**src/core/dpram_host_regs.svh**
```systemverilog
// Pin timing counts, widths and flag constants for the dual-port RAM host controller
`ifndef DPRAM_HOST_REGS_SVH
`define DPRAM_HOST_REGS_SVH

`define ADDR_W        12
`define DATA_W        8
`define FLAG_COUNT    8
`define FLAG_IDX_W    3
`define FLAG_LAST     3'h7
`define DATA_ONES     8'hFF
`define DATA_ZERO     8'h00

`define CLK_PERIOD_NS 8
`define T_WP_NS       15
`define T_ACC_NS      20
`define T_SWR_NS      10

// Least times round up to whole cycles
`define CEIL_CYC(t)   (((t) + `CLK_PERIOD_NS - 1) / `CLK_PERIOD_NS)
`define WP_CYC        `CEIL_CYC(`T_WP_NS)
`define RD_CYC        (`CEIL_CYC(`T_ACC_NS) + 1)
`define GAP_CYC       `CEIL_CYC(`T_SWR_NS)

`endif

```
**src/core/dpram_host_pkg.sv**
```systemverilog
// Types shared by the dual-port RAM host controller
`include "dpram_host_regs.svh"

package dpram_host_pkg;

    typedef enum logic [2:0] {
        OP_MEM_RD  = 3'h0,
        OP_MEM_WR  = 3'h1,
        OP_FLAG_RD = 3'h2,
        OP_FLAG_WR = 3'h3,
        OP_ACQUIRE = 3'h4,
        OP_RELEASE = 3'h5,
        OP_INIT    = 3'h6
    } op_t;

    typedef enum logic [6:0] {
        S_IDLE  = 7'h01,
        S_SETUP = 7'h02,
        S_WRITE = 7'h04,
        S_HOLD  = 7'h08,
        S_READ  = 7'h10,
        S_GAP   = 7'h20,
        S_DONE  = 7'h40
    } state_t;

    typedef struct packed {
        op_t                 op;
        logic [`ADDR_W-1:0]  addr;
        logic [`DATA_W-1:0]  data;
    } cmd_t;

    typedef struct packed {
        logic [`DATA_W-1:0]  data;
        logic                granted;
    } rsp_t;

    typedef struct packed {
        logic [`ADDR_W-1:0]  addr;
        logic                mem_select_n;
        logic                flag_space_select_n;
        logic                rw_n;
        logic                oe_n;
        logic [`DATA_W-1:0]  dout;
        logic                dout_oe;
    } pins_t;

endpackage : dpram_host_pkg

```
**src/core/dpram_host.sv**
```systemverilog
// Host controller driving one port of a dual-port RAM with token flags
`timescale 1ns/1ps
`include "dpram_host_regs.svh"

// Functional notes
// - Flags active low: write zero to request, one to release.
// - Polling host drops select or output enable between reads.
// - Acquire is write zero then read back; zero means success.
// - After a failed request keep reading or write one to withdraw.
// - Flags are not reset; host writes one to all eight at start.
// - Host keeps strobe or memory select high while address changes.
// - Exactly one select low, held through the whole write overlap.
// - Host waits the write-to-read time before the verifying flag read.
module dpram_host
    import dpram_host_pkg::*;
#(
    parameter logic [7:0] POLL_MAX = 8'h04
) (
    // Clock and reset
    input  wire logic               clk,
    input  wire logic               rst,
    // Command side
    input  wire logic               cmd_valid,
    output logic                    cmd_ready,
    input  wire cmd_t               cmd,
    // Answer side
    output logic                    rsp_valid,
    output rsp_t                    rsp,
    output logic                    init_done,
    // Device port pins
    output logic [`ADDR_W-1:0]      addr_o,
    output logic                    mem_select_n,
    output logic                    flag_space_select_n,
    output logic                    rw_n,
    output logic                    oe_n,
    output logic [`DATA_W-1:0]      data_o,
    output logic                    data_oe,
    input  wire logic [`DATA_W-1:0] data_i
);

    state_t                  state_q,     state_d;
    op_t                     op_q,        op_d;
    logic [3:0]              cnt_q,       cnt_d;
    logic [`ADDR_W-1:0]      addr_q,      addr_d;
    logic [`DATA_W-1:0]      dout_q,      dout_d;
    logic [`DATA_W-1:0]      rdata_q,     rdata_d;
    logic [`FLAG_IDX_W-1:0]  idx_q,       idx_d;
    logic [7:0]              polls_q,     polls_d;
    logic                    acc_wr_q,    acc_wr_d;
    logic                    acc_flag_q,  acc_flag_d;
    logic                    init_done_q, init_done_d;
    logic                    granted_q,   granted_d;
    logic                    wrote_zero_q, wrote_zero_d;
    logic                    withdrew_q,  withdrew_d;
    pins_t                   pins_q,      pins_d;

    function automatic logic [3:0] to_cnt(input int v);
        to_cnt = v[3:0];
    endfunction : to_cnt

    // Only the low index bits select a flag
    function automatic logic [`ADDR_W-1:0] flag_addr(input logic [`FLAG_IDX_W-1:0] idx);
        flag_addr = {{(`ADDR_W-`FLAG_IDX_W){1'b0}}, idx};
    endfunction : flag_addr

    // Pin levels for a given phase; exactly one select low while active
    function automatic pins_t pin_drive(input state_t st, input logic wr, input logic flg,
                                        input logic [`ADDR_W-1:0] a,
                                        input logic [`DATA_W-1:0] d);
        pins_t p;
        p.addr                = a;
        p.dout                = d;
        p.mem_select_n        = 1'b1;
        p.flag_space_select_n = 1'b1;
        p.rw_n                = 1'b1;
        p.oe_n                = 1'b1;
        p.dout_oe             = 1'b0;
        if (st == S_SETUP || st == S_WRITE || st == S_HOLD || st == S_READ) begin
            p.mem_select_n        = flg;
            p.flag_space_select_n = ~flg;
        end
        case (st)
            S_SETUP: p.dout_oe = wr;
            S_WRITE: begin
                p.rw_n    = 1'b0;
                p.dout_oe = 1'b1;
            end
            S_HOLD:  p.dout_oe = 1'b1;
            S_READ:  p.oe_n = 1'b0;
            default: p.dout_oe = 1'b0;
        endcase
        pin_drive = p;
    endfunction : pin_drive

    always_comb begin
        state_d      = state_q;
        op_d         = op_q;
        cnt_d        = cnt_q;
        addr_d       = addr_q;
        dout_d       = dout_q;
        rdata_d      = rdata_q;
        idx_d        = idx_q;
        polls_d      = polls_q;
        acc_wr_d     = acc_wr_q;
        acc_flag_d   = acc_flag_q;
        init_done_d  = init_done_q;
        granted_d    = granted_q;
        wrote_zero_d = wrote_zero_q;
        withdrew_d   = withdrew_q;
        case (state_q)
            S_IDLE: begin
                if (!init_done_q || cmd_valid) begin
                    op_d         = init_done_q ? cmd.op : OP_INIT;
                    addr_d       = cmd.addr;
                    dout_d       = cmd.data;
                    polls_d      = 8'h00;
                    idx_d        = '0;
                    granted_d    = 1'b0;
                    wrote_zero_d = 1'b0;
                    withdrew_d   = 1'b0;
                    acc_wr_d     = 1'b1;
                    acc_flag_d   = 1'b1;
                    state_d      = S_SETUP;
                    case (op_d)
                        OP_MEM_RD: begin
                            acc_wr_d   = 1'b0;
                            acc_flag_d = 1'b0;
                        end
                        OP_MEM_WR: acc_flag_d = 1'b0;
                        OP_FLAG_RD: begin
                            acc_wr_d = 1'b0;
                            addr_d   = flag_addr(cmd.addr[`FLAG_IDX_W-1:0]);
                        end
                        OP_FLAG_WR: begin
                            addr_d = flag_addr(cmd.addr[`FLAG_IDX_W-1:0]);
                            dout_d = {`DATA_W{cmd.data[0]}};
                        end
                        OP_ACQUIRE: begin
                            addr_d = flag_addr(cmd.addr[`FLAG_IDX_W-1:0]);
                            dout_d = `DATA_ZERO;
                        end
                        OP_RELEASE: begin
                            addr_d = flag_addr(cmd.addr[`FLAG_IDX_W-1:0]);
                            dout_d = `DATA_ONES;
                        end
                        default: begin
                            addr_d = flag_addr('0);
                            dout_d = `DATA_ONES;
                        end
                    endcase
                end
            end
            S_SETUP: begin
                cnt_d   = acc_wr_q ? to_cnt(`WP_CYC - 1) : to_cnt(`RD_CYC - 1);
                state_d = acc_wr_q ? S_WRITE : S_READ;
            end
            S_WRITE: begin
                if (cnt_q == 4'h0) begin
                    state_d = S_HOLD;
                end else begin
                    cnt_d = cnt_q - 4'h1;
                end
            end
            S_HOLD: begin
                // Strobe rises here with the select still low
                state_d = S_GAP;
                cnt_d   = to_cnt(`GAP_CYC - 1);
                if (op_q == OP_ACQUIRE && dout_q == `DATA_ZERO) begin
                    wrote_zero_d = 1'b1;
                end
                if (op_q == OP_ACQUIRE && dout_q == `DATA_ONES) begin
                    withdrew_d = 1'b1;
                end
            end
            S_READ: begin
                if (cnt_q == 4'h0) begin
                    rdata_d = data_i;
                    state_d = S_GAP;
                    cnt_d   = to_cnt(`GAP_CYC - 1);
                end else begin
                    cnt_d = cnt_q - 4'h1;
                end
            end
            S_GAP: begin
                if (cnt_q != 4'h0) begin
                    cnt_d = cnt_q - 4'h1;
                end else begin
                    state_d = S_DONE;
                    case (op_q)
                        OP_INIT: begin
                            if (idx_q == `FLAG_LAST) begin
                                init_done_d = 1'b1;
                            end else begin
                                idx_d   = idx_q + 3'h1;
                                addr_d  = flag_addr(idx_q + 3'h1);
                                state_d = S_SETUP;
                            end
                        end
                        OP_ACQUIRE: begin
                            if (acc_wr_q) begin
                                if (!withdrew_q) begin
                                    acc_wr_d = 1'b0;
                                    state_d  = S_SETUP;
                                end
                            end else if (rdata_q[0] == 1'b0) begin
                                granted_d = 1'b1;
                            end else if (polls_q < POLL_MAX - 8'h01) begin
                                polls_d = polls_q + 8'h01;
                                state_d = S_SETUP;
                            end else begin
                                acc_wr_d = 1'b1;
                                dout_d   = `DATA_ONES;
                                state_d  = S_SETUP;
                            end
                        end
                        default: state_d = S_DONE;
                    endcase
                end
            end
            S_DONE:  state_d = S_IDLE;
            default: state_d = S_IDLE;
        endcase
        pins_d = pin_drive(state_d, acc_wr_d, acc_flag_d, addr_d, dout_d);
    end

    always_ff @(posedge clk or posedge rst) begin
        if (rst) begin
            state_q      <= S_IDLE;
            op_q         <= OP_INIT;
            cnt_q        <= 4'h0;
            addr_q       <= '0;
            dout_q       <= '0;
            rdata_q      <= '0;
            idx_q        <= '0;
            polls_q      <= 8'h00;
            acc_wr_q     <= 1'b0;
            acc_flag_q   <= 1'b0;
            init_done_q  <= 1'b0;
            granted_q    <= 1'b0;
            wrote_zero_q <= 1'b0;
            withdrew_q   <= 1'b0;
            pins_q       <= '{addr: '0, mem_select_n: 1'b1, flag_space_select_n: 1'b1,
                              rw_n: 1'b1, oe_n: 1'b1, dout: '0, dout_oe: 1'b0};
        end else begin
            state_q      <= state_d;
            op_q         <= op_d;
            cnt_q        <= cnt_d;
            addr_q       <= addr_d;
            dout_q       <= dout_d;
            rdata_q      <= rdata_d;
            idx_q        <= idx_d;
            polls_q      <= polls_d;
            acc_wr_q     <= acc_wr_d;
            acc_flag_q   <= acc_flag_d;
            init_done_q  <= init_done_d;
            granted_q    <= granted_d;
            wrote_zero_q <= wrote_zero_d;
            withdrew_q   <= withdrew_d;
            pins_q       <= pins_d;
        end
    end

    assign cmd_ready           = (state_q == S_IDLE) && init_done_q;
    assign rsp_valid           = (state_q == S_DONE) && (op_q != OP_INIT || init_done_q);
    assign rsp                 = '{data: rdata_q, granted: granted_q};
    assign init_done           = init_done_q;
    assign addr_o              = pins_q.addr;
    assign mem_select_n        = pins_q.mem_select_n;
    assign flag_space_select_n = pins_q.flag_space_select_n;
    assign rw_n                = pins_q.rw_n;
    assign oe_n                = pins_q.oe_n;
    assign data_o              = pins_q.dout;
    assign data_oe             = pins_q.dout_oe;

    chk_addr_change_safe: assert property (@(posedge clk) disable iff (rst)
        !$stable(pins_q.addr) |-> pins_q.rw_n && $past(pins_q.rw_n))
        else $error("address moved while strobe low");
    chk_single_select: assert property (@(posedge clk) disable iff (rst)
        !(pins_q.mem_select_n == 1'b0 && pins_q.flag_space_select_n == 1'b0))
        else $error("both selects low");
    chk_select_held_write: assert property (@(posedge clk) disable iff (rst)
        $rose(pins_q.rw_n) |-> $stable(pins_q.mem_select_n)
                               && $stable(pins_q.flag_space_select_n))
        else $error("select changed at end of write");
    chk_write_qualified: assert property (@(posedge clk) disable iff (rst)
        !pins_q.rw_n |-> pins_q.dout_oe && (!pins_q.mem_select_n || !pins_q.flag_space_select_n))
        else $error("write strobe without select or data");
    chk_write_pulse_len: assert property (@(posedge clk) disable iff (rst)
        $fell(pins_q.rw_n) |-> (!pins_q.rw_n)[*2] ##1 pins_q.rw_n)
        else $error("write pulse length wrong");
    chk_write_read_gap: assert property (@(posedge clk) disable iff (rst)
        ($rose(pins_q.rw_n) && !pins_q.flag_space_select_n) |-> ##1 (pins_q.oe_n)[*3])
        else $error("flag read too soon after write");
    chk_poll_deselect: assert property (@(posedge clk) disable iff (rst)
        ($fell(pins_q.oe_n) && !pins_q.flag_space_select_n)
            |-> $past(pins_q.flag_space_select_n, 2))
        else $error("flag read without deselect");
    chk_acquire_order: assert property (@(posedge clk) disable iff (rst)
        (state_q == S_READ && op_q == OP_ACQUIRE) |-> wrote_zero_q)
        else $error("acquire read before request write");
    chk_failed_withdraw: assert property (@(posedge clk) disable iff (rst)
        (rsp_valid && op_q == OP_ACQUIRE && !rsp.granted) |-> withdrew_q)
        else $error("failed acquire left request pending");
    chk_init_writes_one: assert property (@(posedge clk) disable iff (rst)
        (!pins_q.rw_n && op_q == OP_INIT) |-> pins_q.dout == `DATA_ONES
                                              && !pins_q.flag_space_select_n)
        else $error("init write not a release");
    chk_ready_after_init: assert property (@(posedge clk) disable iff (rst)
        $rose(init_done_q) |-> idx_q == `FLAG_LAST && op_q == OP_INIT)
        else $error("init finished before last flag written");

    cov_acquire_won:  cover property (@(posedge clk) disable iff (rst)
        rsp_valid && op_q == OP_ACQUIRE && rsp.granted);
    cov_acquire_lost: cover property (@(posedge clk) disable iff (rst)
        rsp_valid && op_q == OP_ACQUIRE && !rsp.granted);
    cov_mem_write:    cover property (@(posedge clk) disable iff (rst)
        rsp_valid && op_q == OP_MEM_WR);
    cov_init_done:    cover property (@(posedge clk) disable iff (rst)
        $rose(init_done_q));

endmodule : dpram_host

```
**config.mk**
```make
export PLATFORM = sky130hd
export DESIGN_NAME = dpram_host
export DESIGN_NICKNAME = d
export VERILOG_FILES = /design/src/core/dpram_host_pkg.sv /design/src/core/dpram_host.sv
export VERILOG_INCLUDE_DIRS = /design/src /design/src/core
export SDC_FILE = /design/constraint.sdc
export NUM_CORES = 1
export LEC_CHECK = 0
export BUFFER_PORTS_ARGS = -buffer_cell sky130_fd_sc_hd__buf_2
export CAP_MARGIN = 10
export CORE_MARGIN = 3
export CORE_UTILIZATION = 48
export CTS_CLUSTER_SIZE = 24
export DETAILED_ROUTE_END_ITERATION = 6
export PLACE_DENSITY = 0.76
export RECOVER_POWER = 100
export SKIP_LAST_GASP = 1
export SLEW_MARGIN = 20
export SYNTH_ARGS = -nofsm -noshare
export SYNTH_HDL_FRONTEND = slang
export SYNTH_SLANG_ARGS = --single-unit
export TNS_END_PERCENT = 100
```
**constraint.sdc**
```tcl
create_clock -name clk -period 2 [get_ports clk]
set_input_delay 0.3 -clock clk [delete_from_list [all_inputs] [get_ports clk]]
set_output_delay 0.3 -clock clk [all_outputs]
set_load 0.02 [all_outputs]
```
# Yosys cells after proc, flatten, opt, wreduce, memory -nomap -nowiden
# Cells that the tools add are included.
# Widths: inputs -> output; s select.
dict set report word_totals {
  output_inout_bits 37
  in_bits 34
  elab_cells 154
  ff_bits 63
}
dict set report op_classes {
  n_lt_le_gt_ge 1
  bitwise_logic 2
  n_addsub 3
  eq_ne 34
  reduce_logical 29
  mux 67
}
# operator n
set ops {}
lappend ops {{$mux 8} 12}
lappend ops {{$mux 7} 8}
lappend ops {{$mux 12} 4}
lappend ops {{$pmux 12 s2} 2}
lappend ops {{$pmux 7 s6} 1}
lappend ops {{$pmux 8 s2} 2}
lappend ops {{$ne 2x2->1 const B} 12}
lappend ops {{$pmux 8 s3} 1}
lappend ops {{$pmux 4 s5} 1}
lappend ops {{$mux 1} 19}
lappend ops {{$eq 3x3->1 const B} 5}
lappend ops {{$mux 3} 5}
lappend ops {{$eq 7x2->1 const B} 2}
lappend ops {{$eq 7x3->1 const B} 2}
lappend ops {{$eq 7x4->1 const B} 2}
lappend ops {{$eq 7x5->1 const B} 2}
lappend ops {{$pmux 7 s2} 1}
lappend ops {{$reduce_and 7->1} 2}
lappend ops {{$mux 4} 3}
lappend ops {{$add 8x1->8 const B} 1}
lappend ops {{$eq 8x8->1 const B} 1}
lappend ops {{$lt 8x2->1 const B} 1}
lappend ops {{$pmux 1 s2} 4}
lappend ops {{$eq 7x1->1 const B} 1}
lappend ops {{other kinds (28)} 42}

# Longest topological paths before layout
dict set report logic_depth {
  word_depth 10
  mapped_depth 9
  mapped_depth_nobuf 7
}

# Worst setup path after synthesis
# Ideal clock, no wire load.
dict set report synth_path {
  path_kind {flip-flop to flip-flop}
  start {register cnt_q[0]}
  end {register pins_q, in the netlist addr_o[11]}
  stages_incl_launch_ff 9
  setup_ps 121
  t_arrival_ps 1816
  required_ps 1879
  setup_slack_ps 63
  period_less_slack_ps 1937
  n_path_buf 2
  cell_sequence {dfrtp_1 > inv_1 > ha_1 > nor3b_2 > and4_1 > buf_4 > o22ai_4 > buf_6 > a22o_1}
}
dict set report synth_via {
  elab_chain_cells 3
}
# element line_no
set synth_lines {}
lappend synth_lines {{start: declaration} dpram_host.sv:43} ;# logic [3:0] cnt_q, cnt_d;
lappend synth_lines {{start signal: assignment} dpram_host.sv:247} ;# cnt_q <= cnt_d;
lappend synth_lines {{$reduce_bool 4->1} dpram_host.sv:185} ;# if (cnt_q != 4'h0) begin
lappend synth_lines {{$ne 2x2->1 (no line)} n/a}
lappend synth_lines {{$reduce_and 5->1 (no line)} n/a}
lappend synth_lines {{end signal: assignment} dpram_host.sv:242} ;# pins_q <= '{addr: '0, mem_select_n: 1'b1, flag_space_select_n: 1'b1,
lappend synth_lines {{end signal: assignment} dpram_host.sv:259} ;# pins_q <= pins_d;
lappend synth_lines {{end: declaration} dpram_host.sv:55} ;# pins_t pins_q, pins_d;
# No other way between the ends.
# A chain may end at the register's enable or synchronous reset.

# Worst setup path in the final report
dict set report layout_path {
  start {register state_q[2]}
  end {output rsp_valid}
}
dict set report layout_via {
  elab_chain_cells 2
}
# element line_no
set layout_lines {}
lappend layout_lines {{start: declaration} dpram_host.sv:41} ;# state_t state_q, state_d;
lappend layout_lines {{start signal: assignment} dpram_host.sv:245} ;# state_q <= state_d;
lappend layout_lines {{$eq 7x7->1} dpram_host.sv:264} ;# assign rsp_valid = (state_q == S_DONE) && (op_q != OP_INIT || init_done_q);
lappend layout_lines {{$logic_and 1x1->1} dpram_host.sv:264}
lappend layout_lines {{end: declaration} dpram_host.sv:27} ;# output logic rsp_valid,
# No other way between the ends.

==> impl_metrics.csv <==
group,metric,value,unit
outcome,status,"complete, but fails checks",
outcome,violations,"max-capacitance violations, max-slew violations",
worst_setup_path,cp-start-kind,"register",
timing,finClkSkew,8.387,ps
synthesis,yosys.area_share.xor_xnor,0.5920,%
clock_network,tritoncts_num_sinks,63,
route,drtPass1Iterations,4,
timing,timing.final.ws_setup,73.54,ps
synthesis,synth_commonest_cells,"dfrtp_1 (56), nand2_1 (23), nor2_1 (21)",
synthesis,synth.mux.area_fraction,4.778,%
clock_network,cts_tree,"built",
global_route,grt_overflow_total,0,
worst_setup_path,critical_path.cell_chain,"buf_6, nor4b_4, nand2_1, a31oi_1, buf_4",
cells_and_area,layout-drive-gt1-share,28.77,%
power_and_ir_drop,pwr_dens,646.2,nW/µm²
synthesis,netlist.area_leader.share,47.36,%
min_path,timing.hold.worst_path_depth,2,
cells_and_area,layout-area-overhead-vs-synth,25.71,%
worst_setup_path,worst_r2r_endpoint,"addr_o[3]$_DFFE_PP0P_",
global_route,grt_max_degree,64,
placement,finalWeightedCongestion,0.8752,
timing,timing.final.setup_violations,0,
timing,final_max_slew_viol_count,64,
clock_network,htree_num_levels,3,
global_route,first_global_vias,2445,
synthesis,net_count_after_synthesis,305,
power_and_ir_drop,ir_drop,0.5343,mV
synthesis,synth_compound_area_share,15.86,%
route,drt-total-wl,6879,µm
timing,tightest_slew,1525,ps
global_route,initial_antenna_violation_count,0,
power_and_ir_drop,power,2404,µW
clock_network,max-clock-path-buffers,2,
timing,ratio_of_final_minimum_period_to_clock_period,96.32,%
synthesis,synth_cells,267,
synthesis,yosys.cell_count.top_type,"dfrtp_1",
worst_setup_path,reg2reg_depth,6,
cells_and_area,design.final.nets,399,
worst_setup_path,worst_ep_required_time,1700,ps
floorplanning,chipHeight,84.52,µm
cells_and_area,final_core_utilization,64.77,%
floorplanning,die_area,7143,µm²
placement,port_buffers,70,
synthesis,post_synth_simple_gate_area,20.08,%
cells_and_area,number_of_antenna_diodes,0,
route,viasPerCell,5.556,
floorplanning,ioPinCount,71,
timing,setup_tns,0,ps
synthesis,synthAdderAreaFrac,1.691,%
global_route,global_route.usage.total,20.60,%
placement,dp_worst_slack,2.179,ps
min_path,worst_hold_class,"in -> reg",
worst_setup_path,critical_path.endpoint_type,"primary output",
worst_setup_path,cp.buffers_inverters,2,
synthesis,synth_area_leaders,"dfrtp_1 (47%), dfstp_2 (6.2%), mux2_1 (3.4%)",
clock_network,number_of_clock_buffers_inserted_by_tritoncts,9,
synthesis,main_combinational_cell_family_by_area_after_synthesis,"simple AND/OR/NAND/NOR gates",
worst_setup_path,worstSetupPathType,"reg -> out",
worst_setup_path,cpLargestDelayFamily,"flip-flops",
worst_setup_path,ff2ff_setup_slack,90,ps
floorplanning,initial_core_utilization,51.53,%
worst_setup_path,cp_data_arrival_time,1630,ps
synthesis,syn_area,2959,µm²
cells_and_area,filler_cell_count,482,
synthesis,postSynthRegisterBits,63,
route,drc_errors,0,
synthesis,synth_edf_count,0,
clock_network,clock_root_buffer,"clkbuf_8",
worst_setup_path,crit_path_max_incr_delay,420,ps
timing,period_minus_slack,1926,ps
route,route.antenna.remaining_nets,0,
route,routed-via-count,2428,
global_route,grt_pass1_wl,11760,µm
synthesis,synth_area_leader_cell,"dfrtp_1",
floorplanning,die_width,84.52,µm
worst_setup_path,worst-path-max-fanout,5,
clock_network,clock_insertion_delay_worst_skew,340,ps
floorplanning,floorplan.rows,27,
synthesis,synth_sequential_area_ratio,53.57,%
placement,hpwl_detailed,5061,µm
synthesis,yosysWarningCount,0,
route,initialDrtViolationCount,171,
synthesis,synth_async_sr_flop_share,100.0,%
power_and_ir_drop,leakage,0.001745,µW
synthesis,synth.avg_cell_area,11.08,µm²
floorplanning,placeableCoreArea,5743,µm²
timing,slew_headroom,-1.668,%
clock_network,clkSlewWorstSetupHoldPaths,70,ps
run,drv.max_cap_violation_count,1,
timing,maxClockFrequency,0.5191,GHz
synthesis,dominantRegCellSynth,"dfrtp_1",
worst_setup_path,critical-path-slowest-cell,"dfrtp_1",
worst_setup_path,rr_startpoint,"state_q[6]$_DFF_PP0_",
synthesis,netlist-cell-type-count,62,
timing,hold_viol,0,
min_path,worstHoldEndpoint,"rdata_q[5]$_DFFE_PP0P_",
min_path,min_from,"data_i[5]",
route,avgRoutedWirePerCell,15.74,µm
[per-layer routing]
metal  vias up  global-route usage [%]  share of wire [%]
li1       1160                       -                  -
met1      1196                   28.38                 45
met2        64                   31.53                 48
met3         8                   6.281                5.2
met4         0                   6.043                1.2
met5         -                       0                  0
[worst max path at each step]
stage | cells past startpoint | slack (ps) | startpoint | endpoint
2_1_floorplan | 8 | 60 | cnt_q[0]$_DFFE_PP0P_ | addr_o[11]$_DFFE_PP0P_
3_3_place_gp | 8 | 70 | cnt_q[0]$_DFFE_PP0P_ | addr_o[1]$_DFFE_PP0P_
3_5_place_dp | 8 | 2 | cnt_q[0]$_DFFE_PP0P_ | addr_o[1]$_DFFE_PP0P_
4_1_cts | 5 | 2 | state_q[1]$_DFF_PP0_ | cmd_ready
5_1_grt | 5 | -9 | state_q[2]$_DFF_PP0_ | rsp_valid
6_report | 5 | 70 | state_q[2]$_DFF_PP0_ | rsp_valid
[power breakdown]
group          switching, µW  total (µW)  internal (µW)
clock                    466        1030            565
combinational           52.8        84.9           32.1
sequential              5.28        1290           1280
total                    524        2400           1880
[cell families (layout without fill, tap and decap cells)]
logic type / after synthesis / count (layout)
fa+ha+maj: 4 / 4
xor+xnor: 2 / 2
buf+inv: 18 / 116
mux: 13 / 13
flops: 63 / 63
compound gates: 66 / 66
simple gates: 101 / 101
[timing repair]
item,in CTS,in global routing
pin swaps,1,4
hold buffers,0,0
gates resized for setup,2,7
endpoints found under the setup margin,2,9
hold endpoints to repair,0,0
setup buffers,1,4
[cell usage in the layout (no fill, tap or decap), drive strengths merged, types with 9 or more instances in the layout]
master,n
clkbuf,47
a22o,9
nor2,24
dfrtp,56
nand2,24
nand3,9
a21oi,19
o21ai,13
buf,58
mux2,9
[stage by stage]
step	instance area, µm²	hold slack (ps)	cells
floorplan	2959	393.3	267
global placement	3492	390.3	417
detailed placement	3492	390.9	417
CTS	3687	21.58	433
global route	3720	156.9	437
finish	3720	172.9	437
[sequential cells by signal, indices dropped and copies added, names as in the netlist, 3 cells and up]
signal / flops
addr_o: 12
cnt_q: 4
data_o: 8
idx_q: 3
op_q: 3
polls_q: 8
rdata_q: 8
state_q: 7
[area by class of cell]
| type | instances | area [µm²] | share of cell area, % |
|---|---|---|---|
| clock inverters | 4 | 47.55 | 1.278 |
| well taps | 72 | 90.09 | 2.422 |
| multi-input cells | 186 | 1291 | 34.71 |
| repair buffers | 94 | 546.8 | 14.70 |
| flip-flops and latches | 63 | 1587 | 42.65 |
| inverters | 7 | 26.28 | 0.7064 |
| clock buffers | 11 | 131.4 | 3.532 |
Power figures use the tool's default switching activity.
